`src/shared/ccm_cfg.svh`:
```
// constants for the cpu clock mode selector and oscillator watchdog
`ifndef CCM_CFG_SVH
`define CCM_CFG_SVH

// clock mode straps codes
`define CCM_CODE_X4 3'h7
`define CCM_CODE_X3 3'h6
`define CCM_CODE_X2 3'h5
`define CCM_CODE_X5 3'h4
`define CCM_CODE_DIRECT 3'h3
`define CCM_CODE_X1P5 3'h2
`define CCM_CODE_PRESCALE 3'h1
`define CCM_CODE_X2P5 3'h0

// mode held before the straps are captured (default configuration)
`define CCM_MODE_RESET 3'h7

// cpu clock edges per input clock period, i.e. twice the factor
`define CCM_F2_X4 4'h8
`define CCM_F2_X3 4'h6
`define CCM_F2_X2 4'h4
`define CCM_F2_X5 4'ha
`define CCM_F2_X1 4'h2
`define CCM_F2_X1P5 4'h3
`define CCM_F2_X0P5 4'h1
`define CCM_F2_X2P5 4'h5

// system configuration register width and watchdog disable bit
`define CCM_SYSCFG_W 16
`define CCM_WD_DIS_BIT 4

// loop clock cycles without an input transition before overflow
`define CCM_WD_OVF_TICKS 5'h10

// system clock rate
`define CCM_CLK_MHZ 40

`endif

```
`src/shared/ccm_pkg.sv`:
```
// types and mode decoding for the cpu clock mode selector
`include "ccm_cfg.svh"

package ccm_pkg;

    // where the cpu clock currently comes from
    typedef enum logic [2:0] {
        CCM_SRC_BOOT,
        CCM_SRC_PLL,
        CCM_SRC_PRESCALE,
        CCM_SRC_DIRECT,
        CCM_SRC_FREERUN
    } ccm_src_t;

    // cpu clock edges per input period for a mode code
    function automatic logic [3:0] ccm_factor2(input logic [2:0] code);
        logic [3:0] f2;
        f2 = `CCM_F2_X4;
        case (code)
            `CCM_CODE_X4: f2 = `CCM_F2_X4;
            `CCM_CODE_X3: f2 = `CCM_F2_X3;
            `CCM_CODE_X2: f2 = `CCM_F2_X2;
            `CCM_CODE_X5: f2 = `CCM_F2_X5;
            `CCM_CODE_DIRECT: f2 = `CCM_F2_X1;
            `CCM_CODE_X1P5: f2 = `CCM_F2_X1P5;
            `CCM_CODE_PRESCALE: f2 = `CCM_F2_X0P5;
            default: f2 = `CCM_F2_X2P5;
        endcase
        return f2;
    endfunction : ccm_factor2

    // clock source selected by a mode code
    function automatic ccm_src_t ccm_src_of(input logic [2:0] code);
        ccm_src_t s;
        s = CCM_SRC_PLL;
        if (code == `CCM_CODE_PRESCALE) begin
            s = CCM_SRC_PRESCALE;
        end else if (code == `CCM_CODE_DIRECT) begin
            s = CCM_SRC_DIRECT;
        end
        return s;
    endfunction : ccm_src_of

endpackage : ccm_pkg

```
`src/shared/ccm_wd_if.sv`:
```
// signals between the clock selector and its watchdog counter
`timescale 1ns/1ps

interface ccm_wd_if (
    input wire logic clk,
    input wire logic rst
);
    logic enable;
    logic tick;
    logic clear;
    logic [4:0] count;
    logic overflow;

    modport unit (input clk, input rst, input enable, input tick, input clear,
                  output count, output overflow);
    modport ctl (input clk, input rst, input count, input overflow,
                 output enable, output tick, output clear);
endinterface : ccm_wd_if
```
`src/rtl/ccm_top.sv`:
```
// cpu clock mode selection with prescaler, direct drive, multiplier and watchdog
`timescale 1ns/1ps
`include "ccm_cfg.svh"

module ccm_top
    import ccm_pkg::*;
#(
    parameter int PER_W = 16
) (
    input wire logic clk_i,
    input wire logic rst_i,
    input wire logic [2:0] clock_mode_straps_i,
    input wire logic clock_input_pin_i,
    input wire logic loop_tick_i,
    input wire logic [`CCM_SYSCFG_W-1:0] system_config_register_i,
    output logic cpu_clock_o,
    output logic cpu_edge_o,
    output logic osc_fail_irq_o,
    output logic loop_on_o,
    output logic [2:0] clock_mode_o
);

    ccm_src_t src;
    ccm_src_t next_src;
    logic captured;
    logic [2:0] mode;
    logic in_prev;
    logic cpu_clock;
    logic next_cpu;
    logic [PER_W-1:0] pcnt;
    logic [PER_W-1:0] tper;
    logic [PER_W-1:0] tlock;
    logic [PER_W:0] acc;
    logic [3:0] tcnt;

    ccm_wd_if wd_bus (.clk(clk_i), .rst(rst_i));

    ccm_watchdog u_watchdog (.wd(wd_bus));

    // input clock transitions and mode decode
    wire in_rise = clock_input_pin_i && !in_prev;
    wire in_tog = clock_input_pin_i ^ in_prev;
    wire [3:0] f2 = ccm_factor2(mode);
    wire osc_watchdog_disable = system_config_register_i[`CCM_WD_DIS_BIT];
    wire wd_en = captured && !osc_watchdog_disable && (src != CCM_SRC_FREERUN);
    wire fail_now = wd_en && wd_bus.overflow;

    // watchdog hookup: loop ticks count, input transitions clear
    assign wd_bus.enable = wd_en;
    assign wd_bus.tick = loop_tick_i;
    assign wd_bus.clear = in_tog;

    // multiplier: f2 cpu edges per measured input period
    wire [PER_W:0] acc_sum = acc + {{(PER_W-3){1'b0}}, f2};
    wire nco_hit = (tlock != '0) && (acc_sum >= {1'b0, tlock});
    wire resync = in_tog && (tcnt >= f2 - 4'h1);
    wire pcnt_max = (pcnt == {PER_W{1'b1}});

    // strap capture on the first edge after reset release
    always_ff @(posedge clk_i or posedge rst_i) begin
        if (rst_i) begin
            captured <= 1'b0;
            mode <= `CCM_MODE_RESET;
        end else if (!captured) begin
            captured <= 1'b1;
            mode <= clock_mode_straps_i;
        end
    end

    // source selection; failover is sticky until reset
    always_comb begin
        next_src = src;
        case (src)
            CCM_SRC_BOOT: begin
                next_src = ccm_src_of(clock_mode_straps_i);
            end
            CCM_SRC_PLL, CCM_SRC_PRESCALE, CCM_SRC_DIRECT: begin
                if (fail_now) begin
                    next_src = CCM_SRC_FREERUN;
                end
            end
            CCM_SRC_FREERUN: begin
                next_src = CCM_SRC_FREERUN;
            end
            default: begin
                next_src = CCM_SRC_BOOT;
            end
        endcase
    end

    // cpu clock level per source; loop failover starts from the held level
    always_comb begin
        next_cpu = cpu_clock;
        case (src)
            CCM_SRC_PLL: next_cpu = cpu_clock ^ nco_hit;
            CCM_SRC_PRESCALE: next_cpu = cpu_clock ^ in_rise;
            CCM_SRC_DIRECT: next_cpu = clock_input_pin_i;
            CCM_SRC_FREERUN: next_cpu = cpu_clock ^ loop_tick_i;
            default: next_cpu = cpu_clock;
        endcase
    end

    // source state and cpu clock outputs
    always_ff @(posedge clk_i or posedge rst_i) begin
        if (rst_i) begin
            src <= CCM_SRC_BOOT;
            cpu_clock <= 1'b0;
            cpu_edge_o <= 1'b0;
        end else begin
            src <= next_src;
            cpu_clock <= next_cpu;
            cpu_edge_o <= (next_cpu != cpu_clock);
        end
    end

    assign cpu_clock_o = cpu_clock;

    // failure request and loop power, both registered
    always_ff @(posedge clk_i or posedge rst_i) begin
        if (rst_i) begin
            osc_fail_irq_o <= 1'b0;
            loop_on_o <= 1'b0;
            clock_mode_o <= `CCM_MODE_RESET;
            in_prev <= 1'b0;
        end else begin
            osc_fail_irq_o <= osc_fail_irq_o || fail_now;
            loop_on_o <= (next_src == CCM_SRC_PLL) || (next_src == CCM_SRC_FREERUN)
                         || (captured && !osc_watchdog_disable);
            clock_mode_o <= captured ? mode : clock_mode_straps_i;
            in_prev <= clock_input_pin_i;
        end
    end

    // input period measurement in system clocks
    always_ff @(posedge clk_i or posedge rst_i) begin
        if (rst_i) begin
            pcnt <= '0;
            tper <= '0;
        end else if (in_rise) begin
            pcnt <= '0;
            tper <= pcnt + {{(PER_W-1){1'b0}}, 1'b1};
        end else if (!pcnt_max) begin
            pcnt <= pcnt + {{(PER_W-1){1'b0}}, 1'b1};
        end
    end

    // resynchronise the loop period every f2 input transitions
    always_ff @(posedge clk_i or posedge rst_i) begin
        if (rst_i) begin
            tcnt <= 4'h0;
            tlock <= '0;
        end else if (resync) begin
            tcnt <= 4'h0;
            tlock <= tper;
        end else if (in_tog) begin
            tcnt <= tcnt + 4'h1;
        end
    end

    // phase accumulator keeps its residue, so a new period bends smoothly
    always_ff @(posedge clk_i or posedge rst_i) begin
        if (rst_i) begin
            acc <= '0;
        end else if (src != CCM_SRC_PLL) begin
            acc <= '0;
        end else if (nco_hit) begin
            acc <= acc_sum - {1'b0, tlock};
        end else if (tlock != '0) begin
            acc <= acc_sum;
        end
    end

    a_mode_frozen: assert property (@(posedge clk_i) disable iff (rst_i)
        captured |=> (mode == $past(mode)))
        else $error("mode changed after capture");

    a_boot_select: assert property (@(posedge clk_i) disable iff (rst_i)
        (src == CCM_SRC_BOOT) |=> (src == ccm_src_of($past(clock_mode_straps_i)))
            && (mode == $past(clock_mode_straps_i)))
        else $error("source not chosen from captured straps");

    a_edge_event: assert property (@(posedge clk_i) disable iff (rst_i)
        cpu_edge_o == (cpu_clock_o != $past(cpu_clock_o)))
        else $error("edge event does not match cpu clock change");

    a_prescale_phase: assert property (@(posedge clk_i) disable iff (rst_i)
        (src == CCM_SRC_PRESCALE) |=> ((cpu_clock_o != $past(cpu_clock_o)) == $past(in_rise)))
        else $error("prescaled clock did not toggle on input rise only");

    a_direct_follow: assert property (@(posedge clk_i) disable iff (rst_i)
        (src == CCM_SRC_DIRECT) |=> (cpu_clock_o == $past(clock_input_pin_i)))
        else $error("direct drive clock does not follow input");

    a_fail_switch: assert property (@(posedge clk_i) disable iff (rst_i)
        fail_now |=> (src == CCM_SRC_FREERUN) && osc_fail_irq_o ##1 osc_fail_irq_o)
        else $error("failure did not switch source and raise request");

    a_freerun_held: assert property (@(posedge clk_i) disable iff (rst_i)
        (src == CCM_SRC_FREERUN) |=> (src == CCM_SRC_FREERUN) && osc_fail_irq_o)
        else $error("failover released without reset");

    a_freerun_toggle: assert property (@(posedge clk_i) disable iff (rst_i)
        (src == CCM_SRC_FREERUN) |=> ((cpu_clock_o != $past(cpu_clock_o)) == $past(loop_tick_i)))
        else $error("loop clock phase not whole after failover");

    a_loop_off: assert property (@(posedge clk_i) disable iff (rst_i)
        (captured && osc_watchdog_disable
            && (next_src == CCM_SRC_DIRECT || next_src == CCM_SRC_PRESCALE))
            |=> !loop_on_o)
        else $error("loop left powered with watchdog disabled");

    a_pll_rate: assert property (@(posedge clk_i) disable iff (rst_i)
        (src == CCM_SRC_PLL) |=> ((cpu_clock_o != $past(cpu_clock_o)) == $past(nco_hit)))
        else $error("multiplier output not driving cpu clock");

endmodule : ccm_top

```
`src/rtl/ccm_watchdog.sv`:
```
// oscillator watchdog counter, stepped by the free-running loop clock
`timescale 1ns/1ps
`include "ccm_cfg.svh"

module ccm_watchdog
    import ccm_pkg::*;
(
    ccm_wd_if.unit wd
);

    logic [4:0] count;
    logic at_ovf;

    // overflow once the full count of loop cycles passed without a transition
    assign at_ovf = (count == `CCM_WD_OVF_TICKS);
    assign wd.count = count;
    assign wd.overflow = at_ovf;

    // transition clear beats a loop tick in the same cycle
    always_ff @(posedge wd.clk or posedge wd.rst) begin
        if (wd.rst) begin
            count <= 5'h00;
        end else if (!wd.enable || wd.clear) begin
            count <= 5'h00;
        end else if (wd.tick && !at_ovf) begin
            count <= count + 5'h01;
        end
    end

    a_wd_clear_zero: assert property (@(posedge wd.clk) disable iff (wd.rst)
        (wd.enable && wd.clear) |=> (count == 5'h00))
        else $error("watchdog count not cleared by input transition");

    a_wd_tick_step: assert property (@(posedge wd.clk) disable iff (wd.rst)
        (wd.enable && !wd.clear && wd.tick && !at_ovf) |=> (count == $past(count) + 5'h01))
        else $error("watchdog count did not follow a loop tick");

    a_wd_ovf_sixteen: assert property (@(posedge wd.clk) disable iff (wd.rst)
        $rose(at_ovf) |-> ($past(count) == 5'h0f) && $past(wd.tick))
        else $error("watchdog overflow not after sixteen loop ticks");

endmodule : ccm_watchdog

```
`config.mk`:
```
export PLATFORM = sky130hd
export DESIGN_NAME = ccm_top
export DESIGN_NICKNAME = d
export VERILOG_FILES = /design/src/shared/ccm_pkg.sv /design/src/shared/ccm_wd_if.sv /design/src/rtl/ccm_top.sv /design/src/rtl/ccm_watchdog.sv
export VERILOG_INCLUDE_DIRS = /design/src /design/src/shared
export SDC_FILE = /design/constraint.sdc
export NUM_CORES = 1
export LEC_CHECK = 0
export BUFFER_PORTS_ARGS = -buffer_cell sky130_fd_sc_hd__buf_2
export CORE_MARGIN = 2
export CORE_UTILIZATION = 60
export DETAILED_ROUTE_END_ITERATION = 16
export PLACE_DENSITY = 0.77
export REMOVE_ABC_BUFFERS = 1
export SLEW_MARGIN = 25
export SYNTH_ARGS = -nofsm -noshare
export SYNTH_HDL_FRONTEND = slang
export SYNTH_HIERARCHICAL = 1
export SYNTH_SLANG_ARGS = --single-unit
```
`constraint.sdc`:
```
create_clock -name clk_i -period 4.52 [get_ports clk_i]
set_input_delay 0 -clock clk_i [delete_from_list [all_inputs] [get_ports clk_i]]
set_output_delay 0 -clock clk_i [all_outputs]
set_load 0.005 [all_outputs]
```
==> impl_metrics.py <==
metrics = {
    "clock_tree": {
        "clk_pin_slew_ns": 0.09,
        "clk_latency_ns": 0.36,
        "htree_num_levels": 3,
        "root_buffer": "clkbuf_8",
        "cts_buffer_depth": 2,
        "numCtsBuffers": 9,
        "cts_sinks": 86,
        "cts_tree": "built",
    },
    "critical_path": {
        "crit_path_start_kind": "flop",
        "crit_required_ns": 4.81,
        "startpoint": "clock_mode_o[2]",
        "setup.worst_path.class": "reg2reg",
        "worst-path-max-fanout": 8,
        "r2r_start": "clock_mode_o[2]",
        "worstPathArrival_ns": 4.50,
        "end_kind": "flop",
    },
    "floorplanning": {
        "start_util_pct": 60.9,
        "rows": 34,
        "die_y_um": 97.4,
        "num_io_pins": 30,
        "die-area_um2": 9490,
        "core-area_um2": 8590,
        "die_x_um": 97.4,
    },
    "pwr": {
        "max-vdd-ir-drop_mv": 0.350,
        "p_leak_nw": 2.62,
        "p_per_area_nw_per_um2": 743,
    },
    "global_route": {
        "antenna_found_initial": 0,
        "top_usage_layer": "met2",
        "grt_use_total_pct": 23.4,
        "gr-total-overflow": 0,
        "grt_util_met2_pct": 40.3,
        "grt_util_met1_pct": 30.8,
        "grt_pass1_vias": 4039,
        "use_met3_pct": 2.88,
        "grt_max_degree": 70,
        "grt_pass1_wl_um": 18200,
    },
    "routing": {
        "num_vias": 4142,
        "firstDrtPassIters": 4,
        "wirelength_um": 10700,
        "avgRoutedWirePerCell_um": 15.1,
        "initialDrtViolationCount": 231,
        "ant_nets": 0,
        "drc_errors": 0,
        "routed_via_density": 5.83,
    },
    "final_layout": {
        "multi_input_area_um2": 2850,
        "num-fill-cells": 705,
        "syn2layout_area_growth_pct": 8.58,
        "regArea_um2": 2160,
        "n_antenna_cell": 0,
        "layout_commonest_cell": "dfrtp_1",
        "utilization_pct": 66.1,
        "drive_gt1_share_pct": 10.6,
        "mostFrequentLayoutCells": "83 x dfrtp_1, 58 x nand2_1, 53 x o21ai_0, 51 x nor2_1, 44 x a21oi_1",
        "num-nets-final": 652,
    },
    "synthesis": {
        "yosys_warnings": 6,
        "synth_ff_type": "dfrtp_1",
        "synthArstFlopShare_pct": 100,
        "synthesis.area_um2": 5230,
        "ys_ff_latch": 86,
        "synth_edf_count": 0,
        "yosysSeqAreaShare_pct": 41.2,
        "synth_cell_types": 59,
        "syn_inst": 579,
        "synth_area_per_cell_um2": 9.04,
    },
    "placement": {
        "numPortBuffers": 14,
        "dp_hpwl_um": 7600,
        "dpl_worst_slack_ns": 0.216,
        "place_congestion": 0.883,
    },
    "timing": {
        "fin_ws_ns": 0.313,
        "slew_headroom_pct": 42.9,
        "tightest_slew_ns": 0.857,
        "fin_skew_ns": 0.00992,
        "fmax_ghz": 0.238,
        "slew_viol_final": 0,
        "period_minus_slack_ns": 4.21,
        "fin_hold_ws_ns": 0.100,
        "finalHoldViolCount": 0,
        "setup_viol": 0,
        "rsz0062_at_grt": "no",
        "timing.final.crit_share_pct": 93.1,
    },
    "worst_hold_path": {
        "hold_class": "in2async",
    },
    "run": {
        "max-cap-violations": 0,
    },
    "outcome": {
        "status": "completed",
    },
}
## sequential cells by signal (all words and copies together) (netlist names)
signal / cells
cpu_edge_o: 1
pcnt: 16
src: 3
tper: 16
loop_on_o: 1
clock_mode_o: 3
u_watchdog/wd.count: 5
osc_fail_irq_o: 1
tcnt: 4
acc: 17
captured: 1
tlock: 16
cpu_clock_o: 1
in_prev: 1
## power breakdown
part	switching, mW	leakage [nW]	internal, mW
registers	0.193	1.08	0.996
clock network	0.291	0.0977	0.261
logic	1.39	1.44	1.10
total	1.87	2.62	2.35
## metal layers
metal	routed length, um	vias up
met5	0	-
met4	173	0
met3	345	13
met2	5350	73
met1	4880	2004
li1	-	2052
## through the flow
stage / power, mW / TNS (ns) / instances / instance area, um2
floorplan: 3.09 / -0.767 / 558 / 5130
CTS: 4.21 / 0 / 710 / 5680
global route: 4.60 / 0 / 710 / 5680
finish: 4.22 / 0 / 710 / 5680
global placement: 3.54 / 0 / 687 / 5410
detailed placement: 3.63 / 0 / 687 / 5410
## worst paths after layout
path,to,slack [ns],cells past startpoint
worst max-delay path,acc[8],0.31,16
worst min-delay path,u_watchdog/wd.count[0],0.10,3
worst max register to register,acc[8],0.31,16
worst min register to register,osc_fail_irq_o,0.47,1
max in group asynchronous,pcnt[7],3.31,4
min in group clk_i,in_prev,0.36,2
## area by class of cell
cell class / count / area share [%]
Timing Repair Buffer: 28 / 3.61
Tap cell: 108 / 2.38
Clock buffer: 10 / 2.25
Clock inverter: 6 / 1.21
Sequential cell: 86 / 37.9
Inverter: 38 / 2.53
Multi-Input combinational cell: 434 / 50.1
## repair_timing
item,CTS,global route
gates resized for setup,0,2
hold buffers,7,0
setup endpoints to repair,0,5
buffers inserted,0,0
hold endpoints to repair,24,0
## worst max-delay path: stages (launching register included)
cell and delay, ns:
dfstp_2 0.62, mux2i_1 0.26, ha_1 0.27, a21o_1 0.17, a21oi_1 0.23, nor2b_1 0.12, o21a_1 0.25, and3_1 0.21
xor2_1 0.16, ha_1 0.33, nand2_1 0.11, nor4_1 0.39, o21ai_2 0.14, o2111a_4 0.21, nor4_1 0.40, o21ai_0 0.13
a21oi_1 0.14
## kinds of logic after synthesis
family	synth area share (%)
AND/OR/NAND/NOR	17.7
AO/OA/AOI/OAI	17.9
flip-flops	41.2
buffers and inverters	4.66
XOR/XNOR	8.37
adder cells (fa/ha/maj)	7.94
multiplexers	2.22
other	0.0717
## synth_stat cells (6+ instances only)
| cell | n | area share (%) |
|---|---|---|
| a21o_1 | 8 | 1.1 |
| a21oi_1 | 44 | 4.2 |
| and3_1 | 9 | 1.1 |
| clkbuf_1 | 16 | 1.1 |
| dfrtp_1 | 83 | 40 |
| ha_1 | 30 | 7.2 |
| inv_1 | 38 | 2.7 |
| mux2i_1 | 6 | 1.1 |
| nand2_1 | 58 | 4.2 |
| nand2b_1 | 7 | 0.84 |
| nand3_1 | 15 | 1.4 |
| nand4_1 | 11 | 1.3 |
| nor2_1 | 52 | 3.7 |
| nor3_1 | 6 | 0.57 |
| nor4_1 | 7 | 0.84 |
| o21ai_0 | 54 | 5.2 |
| xnor2_1 | 25 | 4.2 |
| xor2_1 | 25 | 4.2 |
Power figures use the tool's default switching activity.
